### config.mk
export PLATFORM = sky130hd
export DESIGN_NAME = rcc_top
export DESIGN_NICKNAME = d
export VERILOG_FILES = /design/src/hdl/rcc_pkg.sv /design/src/hdl/rcc_div.sv /design/src/hdl/rcc_lock.sv /design/src/hdl/rcc_top.sv
export SDC_FILE = /design/constraint.sdc
export NUM_CORES = 1
export LEC_CHECK = 0
export BUFFER_PORTS_ARGS = -buffer_cell sky130_fd_sc_hd__buf_2
export CORE_ASPECT_RATIO = 0.6
export CORE_MARGIN = 2
export CORE_UTILIZATION = 53
export DETAILED_ROUTE_END_ITERATION = 16
export GPL_ROUTABILITY_DRIVEN = 0
export MAX_ROUTING_LAYER = met4
export PLACE_DENSITY = 0.92
export SLEW_MARGIN = 20
export SYNTH_ARGS = -nofsm -noshare
export SYNTH_HDL_FRONTEND = slang
export SYNTH_HIERARCHICAL = 1
export SYNTH_SLANG_ARGS = --single-unit
### constraint.sdc
create_clock -name aclk -period 2.4 [get_ports aclk]
set_input_delay 0.48 -clock aclk [delete_from_list [all_inputs] [get_ports aclk]]
set_output_delay 0.48 -clock aclk [all_outputs]
set_load 0.01 [all_outputs]
### src/hdl/rcc_pkg.sv
// constants, register map and state codes of the reset and clock control block
// Notes on behaviour
// - relock delay after low power wake before multiplied clock
// - wait without low power stops core only
// - divide-by-16 select feeds halved oscillator /16
// - pll divider divides by field plus one
// - core prescaler divides internal clock by value+1
// - external reset clears both cause flags
// - watchdog reset sets watchdog flag only
// - enabled halt gives software reset, waits
// - cause flags read-only, updated each reset
// - divider field all ones switches pll off
package rcc_pkg;
  // ---------------------------------------------------------------
  // bus geometry
  // ---------------------------------------------------------------
  localparam int ADDR_W = 8;
  localparam int DATA_W = 32;
  localparam logic [1:0] RESP_OKAY = 2'h0;
  localparam logic [1:0] RESP_SLVERR = 2'h2;
  // ---------------------------------------------------------------
  // register byte offsets
  // ---------------------------------------------------------------
  localparam logic [ADDR_W-1:0] OFF_CLOCK_CONTROL = 8'h00; // clock_control_reg
  localparam logic [ADDR_W-1:0] OFF_CLOCK_SOURCE = 8'h04; // clock_source_select_reg
  localparam logic [ADDR_W-1:0] OFF_PLL_CONFIG = 8'h08; // pll_config_reg
  localparam logic [ADDR_W-1:0] OFF_CORE_PRESC = 8'h0c; // core prescaler
  localparam logic [ADDR_W-1:0] OFF_RESET_FLAGS = 8'h10; // read-only cause flags
  localparam logic [ADDR_W-1:0] OFF_IRQ_STATUS = 8'h14; // sticky events, read-only
  localparam logic [ADDR_W-1:0] OFF_IRQ_ENABLE = 8'h18; // event enables
  localparam logic [ADDR_W-1:0] OFF_IRQ_CLEAR = 8'h1c; // write one to clear
  // ---------------------------------------------------------------
  // field positions and widths
  // ---------------------------------------------------------------
  localparam int BIT_LOW_POWER_ON_WAIT = 0;
  localparam int BIT_HALT_RESET_ENABLE = 1;
  localparam int BIT_OSC_DIV16_SELECT = 0;
  localparam int BIT_SOFTWARE_FLAG = 0;
  localparam int BIT_WATCHDOG_FLAG = 1;
  localparam int BIT_PLL_LOCKED = 2;
  localparam int DIV_W = 3;
  localparam int EV_W = 3;
  localparam int EV_PLL_LOCK = 0;
  localparam int EV_WAKE = 1;
  localparam int EV_RESET_CAUSE = 2;
  // ---------------------------------------------------------------
  // reset values and divider codes
  // ---------------------------------------------------------------
  localparam logic [DIV_W-1:0] PLL_DIV_OFF = 3'h7; // all ones: pll powered down
  localparam logic [DIV_W-1:0] PLL_DIV_RESET = 3'h7;
  localparam logic [DIV_W-1:0] PRESC_RESET = 3'h0;
  localparam int OSC16_W = 4;
  localparam logic [OSC16_W-1:0] OSC16_DIV = 4'hf; // terminal count 15 gives /16
  // ---------------------------------------------------------------
  // timing
  // ---------------------------------------------------------------
  localparam int CLK_PERIOD_NS = 50;
  localparam int PLL_LOCK_NS = 10000; // plain default lock time
  localparam int PLL_LOCK_CYC = (PLL_LOCK_NS + CLK_PERIOD_NS - 1) / CLK_PERIOD_NS;
  // ---------------------------------------------------------------
  // enumerations
  // ---------------------------------------------------------------
  typedef enum logic [1:0] {
    ST_RUN = 2'b00, // core and internal clocks running
    ST_CORE_STOP = 2'b01, // wait, core clock stopped, internal unchanged
    ST_PLL_FROZEN = 2'b10, // low power wait, pll frozen
    ST_HALTED = 2'b11 // software reset, waiting for external reset
  } rcc_state_t;
  typedef enum logic [1:0] {
    SRC_HALF = 2'b00, // halved oscillator clock
    SRC_DIV16 = 2'b01, // halved oscillator clock / 16
    SRC_PLL = 2'b10 // pll output through its divider
  } rcc_src_t;
endpackage

### src/hdl/rcc_div.sv
// glitch-free tick divider used for the clock paths
`timescale 1ns/1ps
module rcc_div
  import rcc_pkg::*;
#(
  parameter int W = 3
) (
  input wire logic aclk,
  input wire logic aresetn,
  input wire logic run, // low holds the divider idle
  input wire logic tick_in, // source tick
  input wire logic [W-1:0] div, // terminal count, divides by div+1
  output logic tick_out // one tick per div+1 source ticks
);
  // ---------------------------------------------------------------
  // state
  // ---------------------------------------------------------------
  typedef struct packed {
    logic [W-1:0] cnt; // source ticks seen in this period
    logic [W-1:0] lim; // terminal count latched for this period
    logic tick; // registered output tick
  } rcc_div_st_t;
  rcc_div_st_t s_r;
  rcc_div_st_t s_nxt;
  // next state: new divide value taken only at a period boundary or while idle
  always_comb begin
    s_nxt = s_r;
    s_nxt.tick = 1'b0;
    if (!run) begin
      s_nxt.cnt = '0;
      s_nxt.lim = div;
    end else if (tick_in) begin
      if (s_r.cnt == s_r.lim) begin
        s_nxt.cnt = '0;
        s_nxt.lim = div;
        s_nxt.tick = 1'b1;
      end else begin
        s_nxt.cnt = s_r.cnt + 1'b1;
      end
    end
  end
  // register
  always_ff @(posedge aclk) begin
    if (!aresetn) begin
      s_r <= '0;
    end else begin
      s_r <= s_nxt;
    end
  end
  assign tick_out = s_r.tick;
endmodule

### src/hdl/rcc_lock.sv
// pll lock delay timer, restarts whenever the pll is powered down
`timescale 1ns/1ps
module rcc_lock
  import rcc_pkg::*;
#(
  parameter int CYC = PLL_LOCK_CYC
) (
  input wire logic aclk,
  input wire logic aresetn,
  input wire logic pll_on, // pll powered and running
  output logic locked // high once the lock delay has elapsed
);
  localparam int CW = $clog2(CYC + 1);
  localparam logic [CW-1:0] LAST = CW'(CYC - 1);
  // ---------------------------------------------------------------
  // state
  // ---------------------------------------------------------------
  typedef struct packed {
    logic [CW-1:0] cnt; // cycles since power up
    logic locked; // delay elapsed
  } rcc_lock_st_t;
  rcc_lock_st_t s_r;
  rcc_lock_st_t s_nxt;
  // count the delay; any power down throws the lock away
  always_comb begin
    s_nxt = s_r;
    if (!pll_on) begin
      s_nxt.cnt = '0;
      s_nxt.locked = 1'b0;
    end else if (!s_r.locked) begin
      if (s_r.cnt == LAST) begin
        s_nxt.locked = 1'b1;
      end else begin
        s_nxt.cnt = s_r.cnt + 1'b1;
      end
    end
  end
  // register
  always_ff @(posedge aclk) begin
    if (!aresetn) begin
      s_r <= '0;
    end else begin
      s_r <= s_nxt;
    end
  end
  assign locked = s_r.locked;
endmodule

### src/hdl/rcc_top.sv
// reset cause flags and low-power clock paths with an axi4-lite register slave
`timescale 1ns/1ps
module rcc_top
  import rcc_pkg::*;
#(
  parameter int LOCK_CYC = PLL_LOCK_CYC
) (
  input wire logic aclk,
  input wire logic aresetn,
  input wire logic [ADDR_W-1:0] s_axi_awaddr,
  input wire logic s_axi_awvalid,
  output logic s_axi_awready,
  input wire logic [DATA_W-1:0] s_axi_wdata,
  input wire logic [3:0] s_axi_wstrb,
  input wire logic s_axi_wvalid,
  output logic s_axi_wready,
  output logic [1:0] s_axi_bresp,
  output logic s_axi_bvalid,
  input wire logic s_axi_bready,
  input wire logic [ADDR_W-1:0] s_axi_araddr,
  input wire logic s_axi_arvalid,
  output logic s_axi_arready,
  output logic [DATA_W-1:0] s_axi_rdata,
  output logic [1:0] s_axi_rresp,
  output logic s_axi_rvalid,
  input wire logic s_axi_rready,
  input wire logic ext_reset_pin_n, // external reset pin level
  input wire logic watchdog_zero, // pulse: active watchdog reached zero
  input wire logic halt_exec, // pulse: core executes halt
  input wire logic wait_for_interrupt, // pulse: core executes wait
  input wire logic wake_irq, // pulse: interrupt ends a wait
  output logic internal_clock_tick, // one-cycle tick of internal_clock
  output logic core_clock_tick, // one-cycle tick of core_clock
  output logic pll_enable, // pll power
  output logic sys_reset_req, // one-cycle pulse: reset the rest of the chip
  output logic core_halted, // high while waiting for external reset
  output logic irq // level interrupt
);
  // ---------------------------------------------------------------
  // state
  // ---------------------------------------------------------------
  typedef struct packed {
    logic aw_have; // write address held
    logic [ADDR_W-1:0] aw_addr;
    logic w_have; // write data held
    logic [DATA_W-1:0] w_data;
    logic [3:0] w_strb;
    logic aw_rdy;
    logic w_rdy;
    logic b_valid;
    logic [1:0] b_resp;
    logic ar_rdy;
    logic r_valid;
    logic [DATA_W-1:0] r_data;
    logic [1:0] r_resp;
    logic low_power_on_wait; // wait freezes the pll when set
    logic halt_reset_enable; // halt becomes a software reset
    logic osc_div16_select; // internal clock from half osc / 16
    logic [DIV_W-1:0] pll_out_divider;
    logic [DIV_W-1:0] core_presc;
    logic software_reset_flag;
    logic watchdog_reset_flag;
    logic [EV_W-1:0] irq_status;
    logic [EV_W-1:0] irq_enable;
    logic irq;
    rcc_state_t state;
    rcc_src_t src; // source currently driving internal_clock
    logic pin_prev; // last external pin level, for the falling edge
    logic half_phase; // halved oscillator clock phase
    logic locked_prev;
    logic int_tick;
    logic core_tick;
    logic pll_en;
    logic sys_reset;
    logic halted; // flop behind core_halted
  } rcc_st_t;
  rcc_st_t s_r;
  rcc_st_t s_nxt;
  // ---------------------------------------------------------------
  // clock path wiring
  // ---------------------------------------------------------------
  logic half_tick; // halved oscillator tick, every second cycle
  logic div16_tick; // half osc divided by 16
  logic pll_tick; // pll output after its divider
  logic presc_tick; // internal clock after the core prescaler
  logic pll_locked; // lock delay elapsed
  logic pll_run; // pll divider may run
  logic src_tick; // tick of the currently selected source
  assign half_tick = s_r.half_phase;
  assign pll_run = s_r.pll_en && pll_locked;
  // half osc / 16 path, no pll needed
  rcc_div #(.W(OSC16_W)) u_div16 (
    .aclk(aclk),
    .aresetn(aresetn),
    .run(s_r.osc_div16_select),
    .tick_in(half_tick),
    .div(OSC16_DIV),
    .tick_out(div16_tick)
  );
  // pll output divider; the multiplied clock is modelled as one tick per cycle
  rcc_div #(.W(DIV_W)) u_pll_div (
    .aclk(aclk),
    .aresetn(aresetn),
    .run(pll_run),
    .tick_in(1'b1),
    .div(s_r.pll_out_divider),
    .tick_out(pll_tick)
  );
  // core prescaler driven from the internal clock
  rcc_div #(.W(DIV_W)) u_presc (
    .aclk(aclk),
    .aresetn(aresetn),
    .run(1'b1),
    .tick_in(s_r.int_tick),
    .div(s_r.core_presc),
    .tick_out(presc_tick)
  );
  // lock delay
  rcc_lock #(.CYC(LOCK_CYC)) u_lock (
    .aclk(aclk),
    .aresetn(aresetn),
    .pll_on(s_r.pll_en),
    .locked(pll_locked)
  );
  // tick of the active source
  always_comb begin
    case (s_r.src)
      SRC_DIV16: src_tick = div16_tick;
      SRC_PLL: src_tick = pll_tick;
      default: src_tick = half_tick;
    endcase
  end
  // ---------------------------------------------------------------
  // next state
  // ---------------------------------------------------------------
  always_comb begin
    logic aw_go;
    logic w_go;
    logic wr_do;
    logic ext_fall;
    logic [EV_W-1:0] ev;
    logic [EV_W-1:0] clr;
    logic [DATA_W-1:0] rd;
    logic rd_ok;
    logic wr_ok;
    rcc_src_t want;
    aw_go = 1'b0;
    w_go = 1'b0;
    wr_do = 1'b0;
    ext_fall = 1'b0;
    ev = '0;
    clr = '0;
    rd = '0;
    rd_ok = 1'b1;
    wr_ok = 1'b1;
    want = SRC_HALF;
    s_nxt = s_r;
    s_nxt.sys_reset = 1'b0;
    s_nxt.half_phase = ~s_r.half_phase;
    s_nxt.pin_prev = ext_reset_pin_n;
    s_nxt.locked_prev = pll_locked;
    // write channels, taken in either order
    aw_go = s_axi_awvalid && s_r.aw_rdy;
    w_go = s_axi_wvalid && s_r.w_rdy;
    if (aw_go) begin
      s_nxt.aw_have = 1'b1;
      s_nxt.aw_addr = s_axi_awaddr;
    end
    if (w_go) begin
      s_nxt.w_have = 1'b1;
      s_nxt.w_data = s_axi_wdata;
      s_nxt.w_strb = s_axi_wstrb;
    end
    if (s_axi_bvalid && s_axi_bready) begin
      s_nxt.b_valid = 1'b0;
    end
    // write completes once both halves are held and no response is pending
    wr_do = s_r.aw_have && s_r.w_have && !s_r.b_valid;
    if (wr_do) begin
      s_nxt.aw_have = 1'b0;
      s_nxt.w_have = 1'b0;
      s_nxt.b_valid = 1'b1;
      if (s_r.w_strb[0]) begin
        case (s_r.aw_addr)
          OFF_CLOCK_CONTROL: begin
            s_nxt.low_power_on_wait = s_r.w_data[BIT_LOW_POWER_ON_WAIT];
            s_nxt.halt_reset_enable = s_r.w_data[BIT_HALT_RESET_ENABLE];
          end
          OFF_CLOCK_SOURCE: s_nxt.osc_div16_select = s_r.w_data[BIT_OSC_DIV16_SELECT];
          OFF_PLL_CONFIG: s_nxt.pll_out_divider = s_r.w_data[DIV_W-1:0];
          OFF_CORE_PRESC: s_nxt.core_presc = s_r.w_data[DIV_W-1:0];
          OFF_IRQ_ENABLE: s_nxt.irq_enable = s_r.w_data[EV_W-1:0];
          OFF_IRQ_CLEAR: clr = s_r.w_data[EV_W-1:0];
          OFF_RESET_FLAGS: wr_ok = 1'b1;
          OFF_IRQ_STATUS: wr_ok = 1'b1;
          default: wr_ok = 1'b0;
        endcase
      end else begin
        // strobes outside the low byte leave every field alone
        wr_ok = (s_r.aw_addr <= OFF_IRQ_CLEAR) && (s_r.aw_addr[1:0] == 2'h0);
      end
      s_nxt.b_resp = wr_ok ? RESP_OKAY : RESP_SLVERR;
    end
    // one outstanding write: ready drops while a half is held or answered
    s_nxt.aw_rdy = !s_nxt.aw_have && !s_nxt.b_valid;
    s_nxt.w_rdy = !s_nxt.w_have && !s_nxt.b_valid;
    // read channel
    if (s_axi_rvalid && s_axi_rready) begin
      s_nxt.r_valid = 1'b0;
    end
    if (s_axi_arvalid && s_r.ar_rdy) begin
      case (s_axi_araddr)
        OFF_CLOCK_CONTROL: begin
          rd[BIT_LOW_POWER_ON_WAIT] = s_r.low_power_on_wait;
          rd[BIT_HALT_RESET_ENABLE] = s_r.halt_reset_enable;
        end
        OFF_CLOCK_SOURCE: rd[BIT_OSC_DIV16_SELECT] = s_r.osc_div16_select;
        OFF_PLL_CONFIG: rd[DIV_W-1:0] = s_r.pll_out_divider;
        OFF_CORE_PRESC: rd[DIV_W-1:0] = s_r.core_presc;
        OFF_RESET_FLAGS: begin
          rd[BIT_SOFTWARE_FLAG] = s_r.software_reset_flag;
          rd[BIT_WATCHDOG_FLAG] = s_r.watchdog_reset_flag;
          rd[BIT_PLL_LOCKED] = pll_locked;
        end
        OFF_IRQ_STATUS: rd[EV_W-1:0] = s_r.irq_status;
        OFF_IRQ_ENABLE: rd[EV_W-1:0] = s_r.irq_enable;
        OFF_IRQ_CLEAR: rd = '0; // write-only, reads as zero
        default: rd_ok = 1'b0;
      endcase
      s_nxt.r_valid = 1'b1;
      s_nxt.r_data = rd;
      s_nxt.r_resp = rd_ok ? RESP_OKAY : RESP_SLVERR;
    end
    s_nxt.ar_rdy = !s_nxt.r_valid;
    // reset causes; the external pin is checked first so it wins
    ext_fall = s_r.pin_prev && !ext_reset_pin_n;
    if (ext_fall) begin
      s_nxt.software_reset_flag = 1'b0;
      s_nxt.watchdog_reset_flag = 1'b0;
      s_nxt.state = ST_RUN;
      s_nxt.sys_reset = 1'b1;
      ev[EV_RESET_CAUSE] = 1'b1;
    end else if (watchdog_zero) begin
      s_nxt.software_reset_flag = 1'b0;
      s_nxt.watchdog_reset_flag = 1'b1;
      s_nxt.state = ST_RUN;
      s_nxt.sys_reset = 1'b1;
      ev[EV_RESET_CAUSE] = 1'b1;
    end else if (halt_exec && s_r.halt_reset_enable && s_r.state != ST_HALTED) begin
      // the chip stays halted until the pin or a watchdog reset restarts it
      s_nxt.software_reset_flag = 1'b1;
      s_nxt.watchdog_reset_flag = 1'b0;
      s_nxt.state = ST_HALTED;
      s_nxt.sys_reset = 1'b1;
      ev[EV_RESET_CAUSE] = 1'b1;
    end else begin
      // wait and wake sequencing
      case (s_r.state)
        ST_RUN: begin
          if (wait_for_interrupt) begin
            // low power wait freezes the pll; otherwise only the core stops
            s_nxt.state = s_r.low_power_on_wait ? ST_PLL_FROZEN : ST_CORE_STOP;
          end
        end
        ST_CORE_STOP, ST_PLL_FROZEN: begin
          if (wake_irq) begin
            s_nxt.state = ST_RUN;
            ev[EV_WAKE] = 1'b1;
          end
        end
        ST_HALTED: s_nxt.state = ST_HALTED;
        default: s_nxt.state = ST_RUN;
      endcase
    end
    s_nxt.halted = (s_nxt.state == ST_HALTED);
    // pll power: off for the all-ones divider, while frozen and while halted
    s_nxt.pll_en = (s_nxt.pll_out_divider != PLL_DIV_OFF)
      && (s_nxt.state != ST_PLL_FROZEN) && (s_nxt.state != ST_HALTED);
    // requested source; the pll is used only once the lock delay is over
    if (s_r.osc_div16_select) begin
      want = SRC_DIV16;
    end else if (pll_run) begin
      want = SRC_PLL;
    end else begin
      want = SRC_HALF;
    end
    // switch only at the end of a period of the old source, so no short pulse;
    // a pll that stopped or a deselected /16 divider gives no ticks, so leaving it at once is safe
    if (want != s_r.src) begin
      if (src_tick || (s_r.src == SRC_PLL && !pll_run)
          || (s_r.src == SRC_DIV16 && !s_r.osc_div16_select)) begin
        s_nxt.src = want;
      end
    end
    // internal clock keeps running through a plain wait
    s_nxt.int_tick = src_tick && (s_r.state != ST_HALTED);
    // core clock only while running
    s_nxt.core_tick = presc_tick && (s_r.state == ST_RUN);
    // interrupt events; a set in the clearing cycle survives
    ev[EV_PLL_LOCK] = pll_locked && !s_r.locked_prev;
    s_nxt.irq_status = (s_r.irq_status & ~clr) | ev;
    s_nxt.irq = |(s_nxt.irq_status & s_nxt.irq_enable);
  end
  // ---------------------------------------------------------------
  // registers
  // ---------------------------------------------------------------
  // power-on reset counts as an external reset: both flags zero
  always_ff @(posedge aclk) begin
    if (!aresetn) begin
      s_r <= '0;
      s_r.aw_rdy <= 1'b1;
      s_r.w_rdy <= 1'b1;
      s_r.ar_rdy <= 1'b1;
      s_r.pll_out_divider <= PLL_DIV_RESET;
      s_r.core_presc <= PRESC_RESET;
      s_r.state <= ST_RUN;
      s_r.src <= SRC_HALF;
      s_r.pin_prev <= 1'b1;
    end else begin
      s_r <= s_nxt;
    end
  end
  // ---------------------------------------------------------------
  // outputs, all straight from flip-flops
  // ---------------------------------------------------------------
  assign s_axi_awready = s_r.aw_rdy;
  assign s_axi_wready = s_r.w_rdy;
  assign s_axi_bvalid = s_r.b_valid;
  assign s_axi_bresp = s_r.b_resp;
  assign s_axi_arready = s_r.ar_rdy;
  assign s_axi_rvalid = s_r.r_valid;
  assign s_axi_rdata = s_r.r_data;
  assign s_axi_rresp = s_r.r_resp;
  assign internal_clock_tick = s_r.int_tick;
  assign core_clock_tick = s_r.core_tick;
  assign pll_enable = s_r.pll_en;
  assign sys_reset_req = s_r.sys_reset;
  assign core_halted = s_r.halted;
  assign irq = s_r.irq;
endmodule

### Word level (Yosys, flattened, before mapping)

Cells that the tools add are included.

* word-level logic and storage cells: 204
* input bits: 64
* output and inout bits: 47
* bits in registers: 120

* $lt $le $gt $ge: 1
* multiplexer cells: 58
* $add $sub $neg: 4
* bitwise logic cells: 9
* reduce and logical (&&, ||, !) cells: 56
* eq/ne operators: 32

Operator list (count)
* $eq A8 B5 Y1 const B: 8
* $mux W37: 1
* $mux W35: 1
* $mux W3: 11
* $eq A8 B4 Y1 const B: 4
* $mux W1: 22
* $logic_and A1 B1 Y1: 21
* $mux W2: 10
* $eq A8 B3 Y1 const B: 2
* $logic_not A8 Y1: 2
* $reduce_and A2 Y1: 8
* $reduce_or A8 Y1: 2
* $mux W4: 3
* $mux W6: 2
* $reduce_and A3 Y1: 4
* $mux W5: 2
* $logic_not A1 Y1: 9
* $mux W9: 1
* $reduce_or A3 Y1: 3
* $add A8 B1 Y8 const B: 1
* $eq A2 B2 Y1 const B: 4
* $eq A8 B8 Y1 const B: 1
* $le A8 B5 Y1 const B: 1
* $ne A2 B2 Y1 const B: 4
* other kinds (21): 33

### Depth between registers and ports, before layout

* word-level depth: 9
* gate-level depth with buffers: 7

### Hierarchy

Netlist, hierarchy kept.

By module, submodules not included
* rcc_top: times used 1, seq. area each 1081.0 um^2, area each 2617.5 um^2, cells each 299
* rcc_div (u_pll_div ...): times used 2, seq. area each 140.1 um^2, area each 321.6 um^2, cells each 34
* rcc_div (u_div16): times used 1, seq. area each 180.2 um^2, area each 540.5 um^2, cells each 65
* rcc_lock: times used 1, seq. area each 180.2 um^2, area each 424.2 um^2, cells each 45

### Worst setup path before layout

Ideal clock, no wire load.

* path kind: register to register
* start: reg s_r[113] (netlist name)
* end: reg s_r, in the netlist irq
* setup slack: 0.442 ns
* cell stages (with the launch flop): 7
* arrival time: 1.844 ns
* required time: 2.286 ns
* setup time: 0.114 ns
* cells stage by stage: dfxtp_1 -> or4_4 -> buf_6 -> or4_4 -> a22oi_2 -> o22ai_1 -> a21o_1

* word-level cells in the longest chain between the ends: 9
* elaborated cells on any way between the ends: 13
* classes of those cells: eq/ne: 2; mux: 6; bitwise: 4; reduce/logical: 1

Ends and longest elaborated chain
* from (decl): line rcc_top.sv:77 `rcc_st_t s_r;`
* from (signal assigned): line rcc_top.sv:320 `s_r <= s_nxt;`
* $eq A8 B5 Y1: line rcc_top.sv:184 `case (s_r.aw_addr)`
* $mux W3: line rcc_top.sv:184
* $mux W3: line rcc_top.sv:183 `if (s_r.w_strb[0]) begin`
* $mux W3: line rcc_top.sv:179 `if (wr_do) begin`
* $not A3 Y3: line rcc_top.sv:301 `s_nxt.irq_status = (s_r.irq_status & ~clr) | ev;`
* $and A3 B3 Y3: line rcc_top.sv:301
* $or A3 B3 Y3: line rcc_top.sv:301
* $and A3 B3 Y3 *: line rcc_top.sv:302 `s_nxt.irq = |(s_nxt.irq_status & s_nxt.irq_enable);`
* $reduce_or A3 Y1 *: line rcc_top.sv:302

Mark *: on every way between the ends. The rest lies on a longest branch, timed or not.
A chain may end at the register's enable or synchronous reset.

### Worst setup path in the final report

Ends and elaborated chain as after synthesis.

==> metrics.md <==
| Metric | Value |
|---|---|
| Total global routing overflow | 0 |
| Total die area | between 8000 and 9000 µm² |
| Reg clk slew, reported paths | around 60 ps |
| Type of the tightest min-delay check | in2reg |
| Critical Path RT | about 2600 ps |
| Area contributors post-synth | dfxtp_1 41%, buf_4 6.4%, mux2i_1 6.2% |
| Period utilisation layout | 84.91% |
| Max Freq | 490.7 MHz |
| Largest net degree at the start of global routing | 39 |
| Area occupied by multi-input gates | 2228 µm² |
| Sink Count | 86 |
| Clk Latency, worst-skew pair | approximately 340 ps |
| Number of global-route vias before repair | between 3000 and 4000 |
| Number of antenna diodes | 0 |
| Setup Viol. Count Final | 0 |
| Clk root buf | clkbuf_16 |
| Placed cells | approximately 630 |
| Total length of routed wires | a little over 9 mm |
| Initial Util | between 50 and 60% |
| Status | finished clean |
| Worst r2r dst | irq$_SDFF_PN0_ |
| Finished Layout Cells | about 640 |
| Hold WS | roughly 350 ps |
| P per Cell Area | roughly 710 nW/µm² |
| Seq/Total Area, Yosys | a little over 40% |
| Worst Hold End | s_r[7]$_SDFF_PN1_ |
| Row count | 25 |
| CTS Buffer Depth | 2 |
| Critical Path Start | s_r[113]$_SDFFE_PN0P_ |
| Worst r2r src | s_r[113]$_SDFFE_PN0P_ |
| Total power | about 3.4 mW |
| Most used flip-flop cell after synthesis | dfxtp_1 |
| Die H | 73.16 µm |
| Share of the synthesized area in the top cell type | slightly above 40% |
| Worst r2r path cells | 5 |
| RSZ-0062 raised after global routing | false |
| Synth area leader | dfxtp_1 |
| Synth Cell Area | about 4200 µm² |
| Setup Fix Bufs, Post-CTS | 0 |
| Post-synthesis async set-or-reset flop share | 0% |
| CP Launch Type | register |
| Fillers | 629 |
| Net count, final | 602 |
| Final hold vios | 0 |
| Setup TNS | 0 ps |
| Initial antenna violation count | 0 |
| Number of top-level pins | 111 |
| Via/cell ratio | about 5.4 |
| FF-to-FF setup slack | approximately 360 ps |
| # DRC | 0 |
| Tot GR Track Use | a little over a fifth |
| Worst Path Max Fanout | 6 |
| Synth Warn # | 6 |
| P&R area growth vs syn | 12.82% |
| Slew headroom | roughly three fifths |
| Min-delay src | ext_reset_pin_n |
| ANT nets after route | 0 |
| VDD IR max | around 0.55 mV |
| CTS tree | done |
| Leak pwr | 2.013 nW |
| Via count | ~3400 |
| H-tree levels | 3 |
| Worst setup EP type | register |
| Clk_skew | 6.817 ps |
| Post-synth EDFFs | 0 |
| Worst setup path class | reg2reg |
| Hold_buf cts | 0 |
| Slew Limit Fails | 0 |
| Seq cells post-synth | 86 |
| Width of the die | between 100 and 150 µm |
| Max-cap viol count | 0 |
| Netlist cell types | 64 |
| Mapped Cells | around 480 |
| Global-route wire length before repair | 14.75 mm |
| Cts repair resizes | 0 |
| Storage cell area | about 1700 µm² |
| DRT Pass-1 Iters | 4 |
| IO buf count | 47 |
| Drt initial violations | 263 |
| Worst Tran Pin Value | roughly 570 ps |
| Hold path depth | 2 |
| Syn_area_per_cell | between 8 and 9 µm² |
| Tmin final | around 2000 ps |
| Share of layout cells above drive strength 1 | ~17% |
| CTS Buf Count | 9 |
| Post-DP HPWL | ~6.6 mm |
| Drt wl/cell | 14.42 µm |
| WP data arrival | roughly 2300 ps |
| Core Footprint | slightly below 8000 µm² |
per-layer routing:
layer  part of all wire, %  wire length [µm]  up-vias  GRT usage (%)
met3                   5.6               519        7          6.406
li1                      -                 -     1680              -
met5                     0                 0        -              -
met2                    50              4586      117          37.04
met1                    44              4083     1632          26.18
met4                  0.63                58        0          5.556
registers in the layout, summed over array words and instances, names as in the netlist, 3 cells and up:
name           flops
s_axi_rdata        3
u_presc/s_r        6
u_pll_div/s_r      6
s_r               37
u_div16/s_r        8
u_lock/s_r         8
cells by family (layout without fill, tap and decap cells):
kind of cell / after synthesis / count (layout) / share of synthesized area (%)
DFF: 86 / 86 / 40.75
adders and majority gates: 10 / 10 / 2.961
muxes: 29 / 29 / 7.225
other: 2 / 42 / 0.1777
and+or+nand+nor: 187 / 187 / 23.30
AOI/OAI and AO/OA: 73 / 73 / 11.82
xor gates and xnor gates: 17 / 17 / 3.702
buffers and inverters: 73 / 89 / 10.07
layout make-up:
cell class / count / area share [%]
well taps: 108 / 2.835
clock inverters: 4 / 1.627
flip-flops and latches: 86 / 36.12
multi-input cells: 358 / 46.75
repair buffers: 51 / 5.564
inverters: 22 / 1.732
clock buffers: 12 / 5.381
worst max-delay path by stage:
stage | endpoint | cells after the start
2_1_floorplan | irq$_SDFF_PN0_ | 6
3_3_place_gp | irq$_SDFF_PN0_ | 5
3_5_place_dp | irq$_SDFF_PN0_ | 5
4_1_cts | irq$_SDFF_PN0_ | 5
5_1_grt | irq$_SDFF_PN0_ | 5
6_report | irq$_SDFF_PN0_ | 5
critical path, cell delays in order, from the launching register on:
cell	delay [ps]
dfxtp_1	310
or4_4	600
nor4_1	460
o221a_2	310
o22ai_1	70
a21o_1	180
stage by stage:
step                      cell area (µm²)  setup WS (ps)  utilization [%]
final                                4767          362.2            61.20
after global placement               4433          436.4            56.92
after global routing                 4767          282.9            61.20
after floorplan                      4375          442.3                -
after detailed placement             4433          372.4            56.92
after CTS                            4767          362.2            61.20
where the power goes:
| part | internal [mW] | leakage (nW) | switching (mW) | total (mW) |
|---|---|---|---|---|
| sequential | 1.48 | 0.701 | 0.0544 | 1.53 |
| clock | 0.974 | 0.163 | 0.561 | 1.54 |
| combinational | 0.119 | 1.15 | 0.188 | 0.307 |
Yosys cell counts (4+ instances only):
cell type / n
dfxtp_1: 86
nand2_1: 69
nor2_1: 41
buf_4: 36
a21oi_1: 26
mux2i_1: 26
inv_1: 22
xnor2_1: 11
clkbuf_1: 10
ha_1: 10
nor3_1: 10
nand4_1: 9
o21ai_0: 9
nand3_1: 8
nand2b_1: 7
nor2b_1: 7
nand3b_1: 6
a22oi_1: 5
xor2_1: 5
a31oi_1: 4
o211ai_1: 4
o22ai_1: 4
placed cells by master, fill, tap and decap left out, types with 3 or more instances in the layout:
cell type  instances
and2_1             3
clkbuf_16          9
a21oi_1           26
nand4b_1           3
buf_2             47
o22ai_1            4
nor2_1            41
nand2_1           69
nand3b_1           6
buf_4              4
a22oi_1            5
nor2b_1            7
o211ai_1           4
inv_1             22
ha_1              10
o21ai_0            9
a31oi_1            4
or3_1              3
xor2_1             5
xnor2_1           11
nor4_2             3
nand2b_1           7
nand3_1            8
nand4_1            9
conb_1            42
nor3_1            10
dfxtp_1           86
mux2i_1           26
Power figures use the tool's default switching activity.
